--- config.mk ---
export PLATFORM = sky130hd
export DESIGN_NAME = spc_pin_ctrl
export DESIGN_NICKNAME = d
export VERILOG_FILES = /design/src/rtl/spc_pin_ctrl.v /design/src/rtl/spc_sync.v
export VERILOG_INCLUDE_DIRS = /design/src /design/src/rtl
export SDC_FILE = /design/constraint.sdc
export NUM_CORES = 1
export LEC_CHECK = 0
export BUFFER_PORTS_ARGS = -buffer_cell sky130_fd_sc_hd__buf_2
export CORE_AREA = 2 2 48 50
export CTS_BUF_LIST = sky130_fd_sc_hd__clkbuf_2 sky130_fd_sc_hd__clkbuf_4 sky130_fd_sc_hd__clkbuf_8
export CTS_CLUSTER_DIAMETER = 60
export DETAILED_ROUTE_END_ITERATION = 8
export DIE_AREA = 0 0 50 52
export HOLD_SLACK_MARGIN = 0.08
export PLACE_DENSITY = 0.77
export SLEW_MARGIN = 20
export SYNTH_ARGS = -nofsm -noshare
export SYNTH_HDL_FRONTEND = slang
export SYNTH_SLANG_ARGS = --single-unit
--- constraint.sdc ---
create_clock -name clk -period 1.2 [get_ports clk]
set_input_delay 0.06 -clock clk [delete_from_list [all_inputs] [get_ports clk]]
set_output_delay 0.06 -clock clk [all_outputs]
set_load 0.01 [all_outputs]
--- src/rtl/spc_map.vh ---
// Constants for the pause / data line three pin control block
`ifndef SPC_MAP_VH
`define SPC_MAP_VH

// ----------------------------------------------------------------
// Pin role select (value of the role select bit)
// ----------------------------------------------------------------
`define SPC_ROLE_PAUSE 1'b0
`define SPC_ROLE_RESET 1'b1

// ----------------------------------------------------------------
// Transfer state codes
// ----------------------------------------------------------------
`define SPC_ST_IDLE 2'h0
`define SPC_ST_ACTIVE 2'h1
`define SPC_ST_PAUSED 2'h2

// ----------------------------------------------------------------
// Widths and field positions
// ----------------------------------------------------------------
`define SPC_PIN_W 6
`define SPC_PIN_CSN 5
`define SPC_PIN_SCK 4
`define SPC_PIN_IO_HI 3
`define SPC_PIN_IO_LO 0
`define SPC_BITPOS_W 3
`define SPC_IO_LINE3 3
`define SPC_IO_SO 1

`endif

--- src/rtl/spc_pin_ctrl.v ---
// Pause / reset / data line three pin control behind the serial pins
`timescale 1ns/1ps
`include "spc_map.vh"

module spc_pin_ctrl (
    // Clock and reset
    input wire clk,
    input wire sys_rst,
    // Serial pins from the host
    input wire cs_n_pin,
    input wire sck_pin,
    // Data lines 3..0 (line 3 doubles as pause/reset input)
    input wire [3:0] io_in,
    output wire [3:0] io_out,
    output wire [3:0] io_oe,
    // Configuration from the status registers
    input wire quad_enable_bit,
    input wire role_reset_sel,
    // Command phase from the command decoder
    input wire quad_prog_active,
    input wire quad_read_active,
    input wire single_read_active,
    // Transmit data from the core
    input wire [3:0] tx_data,
    // Strobes and data to the core
    output wire sck_rise_q,
    output wire sck_fall_q,
    output wire [3:0] rx_data,
    output wire [2:0] bit_pos,
    output wire selected,
    output wire paused,
    output wire hw_reset_req
);

    // ----------------------------------------------------------------
    // Pin synchronisation
    // ----------------------------------------------------------------
    wire [`SPC_PIN_W-1:0] pin_sync;

    spc_sync #(
        .WIDTH(`SPC_PIN_W)
    ) u_pin_sync (
        .clk(clk),
        .sys_rst(sys_rst),
        .async_in({cs_n_pin, sck_pin, io_in}),
        .sync_out(pin_sync)
    );

    wire cs_n_s;
    wire sck_s;
    wire [3:0] io_s;

    assign cs_n_s = pin_sync[`SPC_PIN_CSN];
    assign sck_s = pin_sync[`SPC_PIN_SCK];
    assign io_s = pin_sync[`SPC_PIN_IO_HI:`SPC_PIN_IO_LO];

    // ----------------------------------------------------------------
    // Registers
    // ----------------------------------------------------------------
    reg [1:0] state_ff;
    reg [1:0] nxt_state;
    reg sck_prev_ff;
    reg [2:0] bit_pos_ff;
    reg [2:0] nxt_bit_pos;
    reg [3:0] rx_ff;
    reg [3:0] nxt_rx;
    reg [3:0] tx_ff;
    reg [3:0] nxt_tx;
    reg hw_reset_ff;
    reg nxt_hw_reset;

    // ----------------------------------------------------------------
    // Pin role decode
    // ----------------------------------------------------------------
    wire pin_role_free;
    wire pause_role;
    wire reset_role;
    wire line3_low;

    // Quad enable hands the pin to data only
    assign pin_role_free = ~quad_enable_bit;
    assign pause_role = pin_role_free
                        & (role_reset_sel == `SPC_ROLE_PAUSE);
    assign reset_role = pin_role_free
                        & (role_reset_sel == `SPC_ROLE_RESET);
    assign line3_low = ~io_s[`SPC_IO_LINE3];

    // ----------------------------------------------------------------
    // Clock edge detection
    // ----------------------------------------------------------------
    wire sck_rise;
    wire sck_fall;
    wire xfer_on;

    assign sck_rise = sck_s & ~sck_prev_ff;
    assign sck_fall = ~sck_s & sck_prev_ff;
    assign xfer_on = (state_ff == `SPC_ST_ACTIVE);

    // Edges count only while selected and not paused
    assign sck_rise_q = xfer_on & sck_rise;
    assign sck_fall_q = xfer_on & sck_fall;

    // ----------------------------------------------------------------
    // Transfer state machine
    // ----------------------------------------------------------------
    always @* begin
        nxt_state = state_ff;
        case (state_ff)
            `SPC_ST_IDLE: begin
                if (!cs_n_s) begin
                    nxt_state = `SPC_ST_ACTIVE;
                end
            end
            `SPC_ST_ACTIVE: begin
                if (cs_n_s) begin
                    nxt_state = `SPC_ST_IDLE;
                end else if (pause_role && line3_low && !sck_s) begin
                    // Pause only starts with clock low
                    nxt_state = `SPC_ST_PAUSED;
                end
            end
            `SPC_ST_PAUSED: begin
                if (cs_n_s) begin
                    nxt_state = `SPC_ST_IDLE;
                end else if (!pause_role || !line3_low) begin
                    // Resume without touching the bit counter
                    nxt_state = `SPC_ST_ACTIVE;
                end
            end
            default: begin
                nxt_state = `SPC_ST_IDLE;
            end
        endcase
    end

    // ----------------------------------------------------------------
    // Bit position, receive and transmit data
    // ----------------------------------------------------------------
    always @* begin
        nxt_bit_pos = bit_pos_ff;
        nxt_rx = rx_ff;
        nxt_tx = tx_ff;
        if (state_ff == `SPC_ST_IDLE) begin
            nxt_bit_pos = 3'h0;
        end else if (sck_rise_q) begin
            // Position held while paused, so the transfer resumes
            nxt_bit_pos = bit_pos_ff + 3'h1;
            if (quad_prog_active) begin
                nxt_rx = io_s;
            end else begin
                nxt_rx = {3'h0, io_s[0]};
            end
        end
        if (sck_fall_q) begin
            nxt_tx = tx_data;
        end
    end

    // ----------------------------------------------------------------
    // Hardware reset request (reset role only)
    // ----------------------------------------------------------------
    always @* begin
        nxt_hw_reset = reset_role & line3_low;
    end

    // ----------------------------------------------------------------
    // Sequential logic
    // ----------------------------------------------------------------
    always @(posedge clk) begin
        if (sys_rst) begin
            state_ff <= `SPC_ST_IDLE;
            // Matches the synchroniser's reset level, so no false edge
            sck_prev_ff <= 1'b1;
            bit_pos_ff <= 3'h0;
            rx_ff <= 4'h0;
            tx_ff <= 4'h0;
            hw_reset_ff <= 1'b0;
        end else begin
            state_ff <= nxt_state;
            sck_prev_ff <= sck_s;
            bit_pos_ff <= nxt_bit_pos;
            rx_ff <= nxt_rx;
            tx_ff <= nxt_tx;
            hw_reset_ff <= nxt_hw_reset;
        end
    end

    // ----------------------------------------------------------------
    // Output drivers
    // ----------------------------------------------------------------
    wire drive_ok;
    wire quad_out;

    // Floats while deselected or paused
    assign drive_ok = xfer_on;
    // Lines zero, two and three drive only with quad enabled
    assign quad_out = drive_ok & quad_read_active & quad_enable_bit;

    assign io_oe[3] = quad_out;
    assign io_oe[2] = quad_out;
    assign io_oe[1] = drive_ok & (quad_read_active | single_read_active);
    assign io_oe[0] = quad_out;
    assign io_out = quad_read_active ? tx_ff : {2'h0, tx_ff[0], 1'b0};

    // ----------------------------------------------------------------
    // Core side outputs
    // ----------------------------------------------------------------
    assign rx_data = rx_ff;
    assign bit_pos = bit_pos_ff;
    assign selected = (state_ff != `SPC_ST_IDLE);
    assign paused = (state_ff == `SPC_ST_PAUSED);
    // Self-timed operations take no input from this block
    assign hw_reset_req = hw_reset_ff;

endmodule // spc_pin_ctrl

--- src/rtl/spc_sync.v ---
// Two flip-flop synchroniser for a group of pin inputs
`timescale 1ns/1ps

module spc_sync #(
    parameter WIDTH = 1
) (
    // Clock and reset
    input wire clk,
    input wire sys_rst,
    // Asynchronous pins in, synchronised levels out
    input wire [WIDTH-1:0] async_in,
    output wire [WIDTH-1:0] sync_out
);

    reg [WIDTH-1:0] meta_ff;
    reg [WIDTH-1:0] sync_ff;

    // ----------------------------------------------------------------
    // First stage is read only by the second
    // ----------------------------------------------------------------
    always @(posedge clk) begin
        if (sys_rst) begin
            meta_ff <= {WIDTH{1'b1}};
            sync_ff <= {WIDTH{1'b1}};
        end else begin
            meta_ff <= async_in;
            sync_ff <= meta_ff;
        end
    end

    assign sync_out = sync_ff;

endmodule // spc_sync

==> flow_summary.ini, run 1 <==
[timing]
period_minus_slack_ps = 1248
period_share_pct = 104.0
setup_tns_ps = -186.1
max-slew-margin-rel_pct = 75.19
slew_viol_final = 0
hold-worst-slack_ps = 130.4
hold_viol_final = 0
max_freq_mhz = 801.5
fin_worst_skew_ps = 2.265
worst_slew_pin_slew_ps = 372.1
setup_violations = 6
rsz0062_at_grt = true
fin_ws_ps = -47.61

[detailed_routing]
postRouteAntennaNets = 0
vias = 860
routed_wl_um = 2011
wl_met1_um = 826
highest_layer = met4
viasPerCell = 4.674
wl_met3_um = 74
first_pass_iters = 4
drc = 0
wl_met2_um = 1073
drt-initial-drc-count = 7
wl_per_cell_um = 10.93

[setup_path]
cp_data_arrival_time_ps = 1190
reg2reg_from = u_pin_sync.sync_out[4]$_SDFF_PP1_
rr_worst_depth = 4
r2r_slack_ps = 30
worstPathRequired_ps = 1140
worstSetupPathType = register to output port
cp_max_fo = 5
crit_start = state_ff[1]$_SDFFE_PP0P_
worstSetupEndpoint = io_oe[3]
path_cells = buf_6, nand2b_4, nor2_4, buf_2
cpMaxStageDelayCell = dfxtp_2
worst_setup_path_end_kind = output port
r2r_end = tx_ff[2]$_SDFFE_PP0P_
start_kind = register
slowest_delay_ps = 350

[final_layout]
final_util_pct = 69.99
fin_area_sq_mm = 0.001474
drive_above_1_share_pct = 50.00
area.sequential_sq_um = 546.8
fill_cells = 145
fin_nets = 175
multi_input_area_sq_um = 434.2
antennaDiodeCount = 0
syn_to_final_growth_pct = 50.64

[power]
p_leak_nw = 0.6550
total_power_mw = 1.441
ir_worst_vdd_uv = 819.0
cellPowerDensity_mw_per_mm2 = 977.4

[run_status]
outcome = finished with violations
violations = negative setup slack

[floorplanning]
die_area_sq_mm = 0.002600
io-pin-count = 37
rows = 17
dieWidth_um = 50
core_sq_mm = 0.002106
die_h_um = 52
start_util_pct = 46.46

[job]
drv_cap = 0

[clocking]
ctsLongestPathBuffers = 2
cts.sinks = 27
clk_pin_slew_ps = 130
clk_latency_ps = 310
cts_tree = built
ctsHtreeMaxLevel = 1
cts-root-buf = clkbuf_4
cts_buffers = 3

[synthesis]
synthXorXnorAreaFrac_pct = 0.8951
synth_compound_area_share_pct = 5.115
synth_edf_count = 0
synth-simple-area-share_pct = 27.37
yosysMostFrequentCell = dfxtp_1
netlist_area_sq_um = 978.4
synth_common_cells = 27 x dfxtp_1, 14 x or2_2, 10 x nor2_1
yosysWarningCount = 0
synth_area_leader_cell = dfxtp_1
yosysTopAreaCellShare_pct = 55.24
async_reset_ff_share_pct = 0
synth-seq-cells = 27
synth_top_family_by_area = simple AND/OR/NAND/NOR gates
syn_nets = 119
synthAdderAreaFrac_pct = 1.279
synth_cell_types = 28
ys.flop_type = dfxtp_1
synth_top_cells_by_area = dfxtp_1 55%, or2_2 9.0%, mux2i_1 4.1%
syn_avg_cell_area_sq_um = 9.688
synthCells = 101
ys_seq_area_share_pct = 55.24
synthMuxAreaShare_pct = 5.243

[global_routing]
grt_use_total_pct = 16.46
grt_pass1_wl_um = 3249
grt-ovfl-total = 0
grt_pass1_vias = 806
grt_max_degree = 25
antenna_found_initial = 0

[hold_path]
min_path_type = input pin to register
holdPathStages = 2
hold_start = sys_rst

[placement]
post-dp-hpwl_um = 1291
io_buffer_count = 36
place_congestion = 0.7920
postPlaceCellArea_sq_mm = 0.001191
[stage by stage]
step | worst slack, ps | instances
after CTS | -49.36 | 184
after detailed placement | 45.90 | 163
after global routing | -132.5 | 184
after global placement | 85.08 | 163
final | -47.61 | 184
after floorplan | 79.71 | 101
[layout make-up]
| class | instances | share of cell area [%] |
|---|---|---|
| multi-input combinational | 65 | 29.46 |
| tap | 28 | 2.377 |
| inverter | 2 | 0.6791 |
| sequential | 27 | 37.10 |
| timing repair buffer | 58 | 28.35 |
| clock buffer | 4 | 2.037 |
[state kept, by name, summed over array words and instances (netlist names)]
name and flops:
rx_data 4, u_pin_sync.sync_out 6, tx_ff 4, hw_reset_req 1
state_ff 2, bit_pos 3, sck_prev_ff 1, u_pin_sync.meta_ff 6
[where the power goes]
part	leakage, nW	switching [mW]	internal (mW)
Combinational	0.415	0.0446	0.0755
Clock	0.0184	0.242	0.153
Sequential	0.221	0.00741	0.918
Total	0.655	0.294	1.15
[layout by cell type, fill, tap and decap left out, types with 2 or more instances in the layout]
master / synthesis / routed
buf_6: 0 / 8
buf_4: 3 / 5
dfxtp_1: 27 / 22
or2_2: 14 / 13
dlygate4sd3_1: 0 / 13
a21oi_2: 0 / 2
nand3_1: 3 / 2
buf_2: 2 / 32
clkbuf_4: 0 / 4
mux2i_1: 4 / 4
a21oi_1: 6 / 4
and2_1: 3 / 3
nand2_1: 9 / 9
nor2_1: 10 / 8
dfxtp_2: 0 / 5
[routing by layer]
metal / track usage [%] / up-vias
met1: 17.15 / 390
met4: 10.19 / 0
met5: 0 / -
met2: 31.14 / 23
li1: - / 442
met3: 2.011 / 5
[logic make-up after synthesis]
group | after synthesis
AOI/OAI and AO/OA | 9
xor gates and xnor gates | 1
muxes | 5
DFF | 27
and+or+nand+nor | 49
adders and majority gates | 1
buffers and inverters | 9
[timing repair]
item / CTS / global route
endpoints found under the hold margin: 15 / 0
endpoints found under the setup margin: 7 / 18
hold buffers: 13 / 0
gates resized for setup: 14 / 11
pin swaps: 4 / 6
buffers inserted: 4 / 0
[worst min path at each step]
stage / slack [ps] / endpoint
finish: 130 / tx_ff[3]$_SDFFE_PP0P_
detailed placement: 240 / u_pin_sync.meta_ff[5]$_SDFF_PP1_
floorplan: 140 / hw_reset_req$_SDFF_PP0_
CTS: 120 / tx_ff[3]$_SDFFE_PP0P_
global placement: 240 / u_pin_sync.meta_ff[4]$_SDFF_PP1_
global route: 110 / tx_ff[1]$_SDFFE_PP0P_
[critical path, delay by kind of cell, from the launching register on]
family                 cells  cell delay (ps)
buffers and inverters      2              270
AND/OR/NAND/NOR            2              260
flip-flops                 1              350
Power figures use the tool's default switching activity.
==> run 2: changes to the inputs <==
CORE_AREA = 2 2 50 52   (was 2 2 48 50)
CTS_BUF_LIST = unset   (was sky130_fd_sc_hd__clkbuf_2 sky130_fd_sc_hd__clkbuf_4 sky130_fd_sc_hd__clkbuf_8)
DIE_AREA = 0 0 52 54   (was 0 0 50 52)
PLACE_DENSITY = 0.72   (was 0.77)
==> run 2 against run 1 <==
Compared with the run above: the run still ends with negative setup slack left; clock power decreased by 4%; clock skew about the same; worst setup slack gained 12 ps; sequential cell count unchanged; final cell count is 1.1% higher; global-route usage hardly changed; sequential share of layout area increased by 0.073 points; largest cell class unchanged.
==> flow_summary.ini, run 2 (synthesized netlist as in run 1, its figures left out) <==
[run_status]
outcome = finished with violations
violations = negative setup slack

[power]
cellPowerDensity_mw_per_mm2 = 972.4
ir_worst_vdd_uv = 744.1
total_power_mw = 1.427
p_leak_nw = 0.6582

[final_layout]
finalNonFillerCells = 186
drive_above_1_share_pct = 49.36
syn_to_final_growth_pct = 50.00
area.sequential_sq_um = 545.5
fin_area_sq_mm = 0.001468
antennaDiodeCount = 0
layout_commonest_cell = buf_2
fill_cells = 177
mostFrequentLayoutCells = 33 x buf_2, 23 x dfxtp_1, 14 x or2_2
fin_nets = 175
multi_input_area_sq_um = 441.7

[detailed_routing]
wl_per_cell_um = 11.60
drt-initial-drc-count = 15
postRouteAntennaNets = 0
routed_wl_um = 2157
viasPerCell = 4.618
vias = 859
first_pass_iters = 4
drc = 0

[setup_path]
cp_max_fo = 4
worstPathRequired_ps = 1140
start_kind = register
worst_setup_path_end_kind = output port
cp_data_arrival_time_ps = 1180
worstSetupPathType = register to output port
rr_worst_depth = 4

[placement]
dp.cells = 164
io_buffer_count = 36
post-dp-hpwl_um = 1353
postPlaceCellArea_sq_mm = 0.001186
place_congestion = 0.7420

[timing]
hold-worst-slack_ps = 124.0
max-slew-margin-rel_pct = 75.12
max_freq_mhz = 809.6
period_share_pct = 102.9
period_minus_slack_ps = 1235
hold_viol_final = 0
setup_tns_ps = -146.5
fin_ws_ps = -35.21
rsz0062_at_grt = true
fin_worst_skew_ps = 2.691
slew_viol_final = 0
setup_violations = 6
worst_slew_pin_slew_ps = 373.3

[global_routing]
grt_pass1_wl_um = 3353
grt_use_total_pct = 16.49
grt_pass1_vias = 834
grt-ovfl-total = 0
grt_max_degree = 25
antenna_found_initial = 0

[clocking]
cts_tree = built
clk_latency_ps = 320
ctsLongestPathBuffers = 2
ctsHtreeMaxLevel = 1
cts-root-buf = clkbuf_4
cts.sinks = 27
cts_buffers = 3
clk_pin_slew_ps = 140

[floorplanning]
io-pin-count = 37
start_util_pct = 42.18
rows = 18
core_sq_mm = 0.002320
die_h_um = 54
die_area_sq_mm = 0.002808
dieWidth_um = 52

[hold_path]
holdPathStages = 2
min_path_type = input pin to register

[job]
drv_cap = 0
## run 2: power by group
group	internal [mW]	total [mW]	switching (mW)
clock	0.125	0.380	0.255
combinational	0.0748	0.120	0.0451
sequential	0.919	0.927	0.00870
total	1.12	1.43	0.309
## run 2: worst paths after layout
check / slack [ps] / from / to
worst min-delay path: 120 / sys_rst / tx_ff[2]$_SDFFE_PP0P_
worst min register to register: 430 / u_pin_sync.meta_ff[3]$_SDFF_PP1_ / u_pin_sync.sync_out[3]$_SDFF_PP1_
worst max register to register: 0 / state_ff[1]$_SDFFE_PP0P_ / tx_ff[3]$_SDFFE_PP0P_
worst max-delay path: -40 / state_ff[1]$_SDFFE_PP0P_ / io_oe[3]
## run 2: routing by layer
metal  global-route usage [%]  up-vias  wire length [um]
met5                        0        -                 0
li1                         -      436                 -
met4                    5.263        0                45
met2                    33.76       30              1154
met3                    3.333        4               101
met1                    16.32      389               856
## run 2: worst max-delay path, cell delays in order, from the launching register on
cell      delay, ps
dfxtp_2         360
buf_6           120
nand2b_4        150
nor2_4           90
buf_2           140
## run 2: timing repair
action	4_1_cts	5_1_grt
gates resized for setup	13	8
pin swaps	3	2
setup buffers	4	1
endpoints found under the hold margin	15	0
setup endpoints to repair	10	15
hold buffers	13	0
## run 2: layout make-up
cell class | count | area share (%)
inverters | 2 | 0.5115
well taps | 30 | 2.558
clock buffers | 3 | 1.535
repair buffers | 58 | 27.79
clock inverters | 1 | 0.3410
multi-input cells | 65 | 30.09
flip-flops and latches | 27 | 37.17
## run 2: stage by stage
step	setup slack (ps)	util (%)
CTS	-38.05	61.65
global placement	74.76	51.13
detailed placement	4.908	51.13
global route	-103.3	63.27
finish	-35.21	63.27
floorplan	79.71	-
==> run 3: changes to the inputs <==
==> constraint.sdc (replaced) <==
create_clock -name clk -period 1.2 [get_ports clk]
set_input_delay 0.06 -clock clk [delete_from_list [all_inputs] [get_ports clk]]
set_output_delay 0.06 -clock clk [all_outputs]
set_load 0.1 [all_outputs]
==> run 3 against run 2 <==
Compared with the run above: the run still ends with negative setup slack left; combinational power is 40% higher; worst setup slack worse by 120 ps; total power is 3.1% higher; sequential power is 0.9% lower; fmax is 8.7% lower; first-iteration DRC count is 40% lower; register-to-register slack worse by 40 ps.
==> flow_summary.ini, run 3 (synthesized netlist as in run 1, its figures left out) <==
[timing]
setup_violations = 11
rsz0062_at_grt = true
period_share_pct = 112.8
hold_viol_final = 0
worst_slew_pin_slew_ps = 490.4
max_freq_mhz = 738.9
fin_worst_skew_ps = 9.842
slew_viol_final = 0
fin_ws_ps = -153.5
max-slew-margin-rel_pct = 67.53
hold-worst-slack_ps = 100.8
period_minus_slack_ps = 1353

[clocking]
cts_buffers = 3
ctsHtreeMaxLevel = 1
ctsLongestPathBuffers = 2
cts_tree = built
cts.sinks = 27
cts-root-buf = clkbuf_4
clk_pin_slew_ps = 140
clk_latency_ps = 320

[global_routing]
gr-usage-met1_pct = 17.90
grt-ovfl-total = 0
grt_max_degree = 25
met3_usage_pct = 2.500
use_met2_pct = 33.54
grt_pass1_wl_um = 3477
grt_pass1_vias = 851
grt_use_total_pct = 16.97
antenna_found_initial = 0
grt_busiest_layer = met2

[setup_path]
worstPathRequired_ps = 1140
worst_setup_path_end_kind = output port
slowest_delay_ps = 390
crit_start = state_ff[0]$_SDFFE_PP0P_
cpMaxStageDelayCell = dfxtp_4
cp_max_fo = 3
worstSetupEndpoint = sck_rise_q
reg2reg_from = state_ff[1]$_SDFFE_PP0P_
r2r_slack_ps = -40
worstSetupPathType = register to output port
cp_data_arrival_time_ps = 1290
start_kind = register
rr_worst_depth = 4
path_cells = buf_4, nand4bb_4, buf_6, inv_8, buf_12
r2r_end = tx_ff[3]$_SDFFE_PP0P_

[final_layout]
area.sequential_sq_um = 565.5
syn_to_final_growth_pct = 80.18
layout_commonest_cell = buf_2
multi_input_area_sq_um = 481.7
fill_cells = 147
mostFrequentLayoutCells = 21 x buf_2, 15 x dfxtp_1, 13 x or2_2, 13 x dlygate4sd3_1, 12 x buf_12
antennaDiodeCount = 0
fin_nets = 181
final_util_pct = 76.00
drive_above_1_share_pct = 58.02

[floorplanning]
die_area_sq_mm = 0.002808
rows = 18
die_h_um = 54
core_sq_mm = 0.002320
start_util_pct = 42.18
io-pin-count = 37
dieWidth_um = 52

[power]
p_leak_nw = 0.7269
total_power_mw = 1.472
ir_worst_vdd_uv = 912.5
cellPowerDensity_mw_per_mm2 = 834.8

[placement]
pre_cts_ws_ps = -3.914
place_congestion = 0.7681
io_buffer_count = 36
post-dp-hpwl_um = 1393

[detailed_routing]
vias = 882
drc = 0
drt-initial-drc-count = 9
wl_per_cell_um = 12.13
first_pass_iters = 2
postRouteAntennaNets = 0
routed_wl_um = 2328
viasPerCell = 4.594

[hold_path]
min_path_type = input pin to register

[job]
drv_cap = 0

[run_status]
outcome = finished with violations
violations = negative setup slack
run 3: power breakdown:
part           internal, mW  total (mW)  switching (mW)
logic                0.0910       0.168          0.0774
clock network         0.130       0.384           0.254
registers             0.910       0.919         0.00935
total                  1.13        1.47           0.341
run 3: area by class of cell:
cell class	instances	area share [%]
inverter	2	0.8517
timing repair buffer	64	36.12
sequential	27	32.08
multi-input combinational	65	27.32
tap	30	2.129
clock buffer	4	1.490
run 3: layer usage:
metal	part of all wire, %	vias to the layer above
met5	0	-
met1	44	406
met2	52	24
met4	0.77	0
li1	-	450
met3	3.4	2
run 3: metrics by stage:
stage | cells | instance area [sq um] | setup TNS, ps
global placement | 165 | 1424 | 0
global route | 192 | 1763 | -1781
floorplan | 101 | 1044 | -26.11
CTS | 189 | 1693 | -1043
finish | 192 | 1763 | -1082
detailed placement | 165 | 1424 | -3.914
run 3: worst min-delay path by stage:
| stage | start | end | depth (start not counted) |
|---|---|---|---|
| detailed placement | sck_pin | u_pin_sync.meta_ff[4]$_SDFF_PP1_ | 2 |
| CTS | sys_rst | tx_ff[3]$_SDFFE_PP0P_ | 2 |
| global route | sys_rst | tx_ff[1]$_SDFFE_PP0P_ | 2 |
| global placement | io_in[0] | u_pin_sync.meta_ff[0]$_SDFF_PP1_ | 2 |
| floorplan | quad_enable_bit | hw_reset_req$_SDFF_PP0_ | 1 |
| finish | sys_rst | tx_ff[1]$_SDFFE_PP0P_ | 2 |
run 3: repair_timing:
item	4_1_cts	5_1_grt
hold buffers	13	0
buffers inserted	7	3
pin swaps	4	5
endpoints found under the hold margin	15	0
setup endpoints to repair	14	16
resized for setup	16	12
run 3: worst max-delay path, delay by kind of cell, from the launching register on:
kind / cells / cell delay, ps
AND/OR/NAND/NOR: 1 / 120
flip-flops: 1 / 390
buffers and inverters: 4 / 470
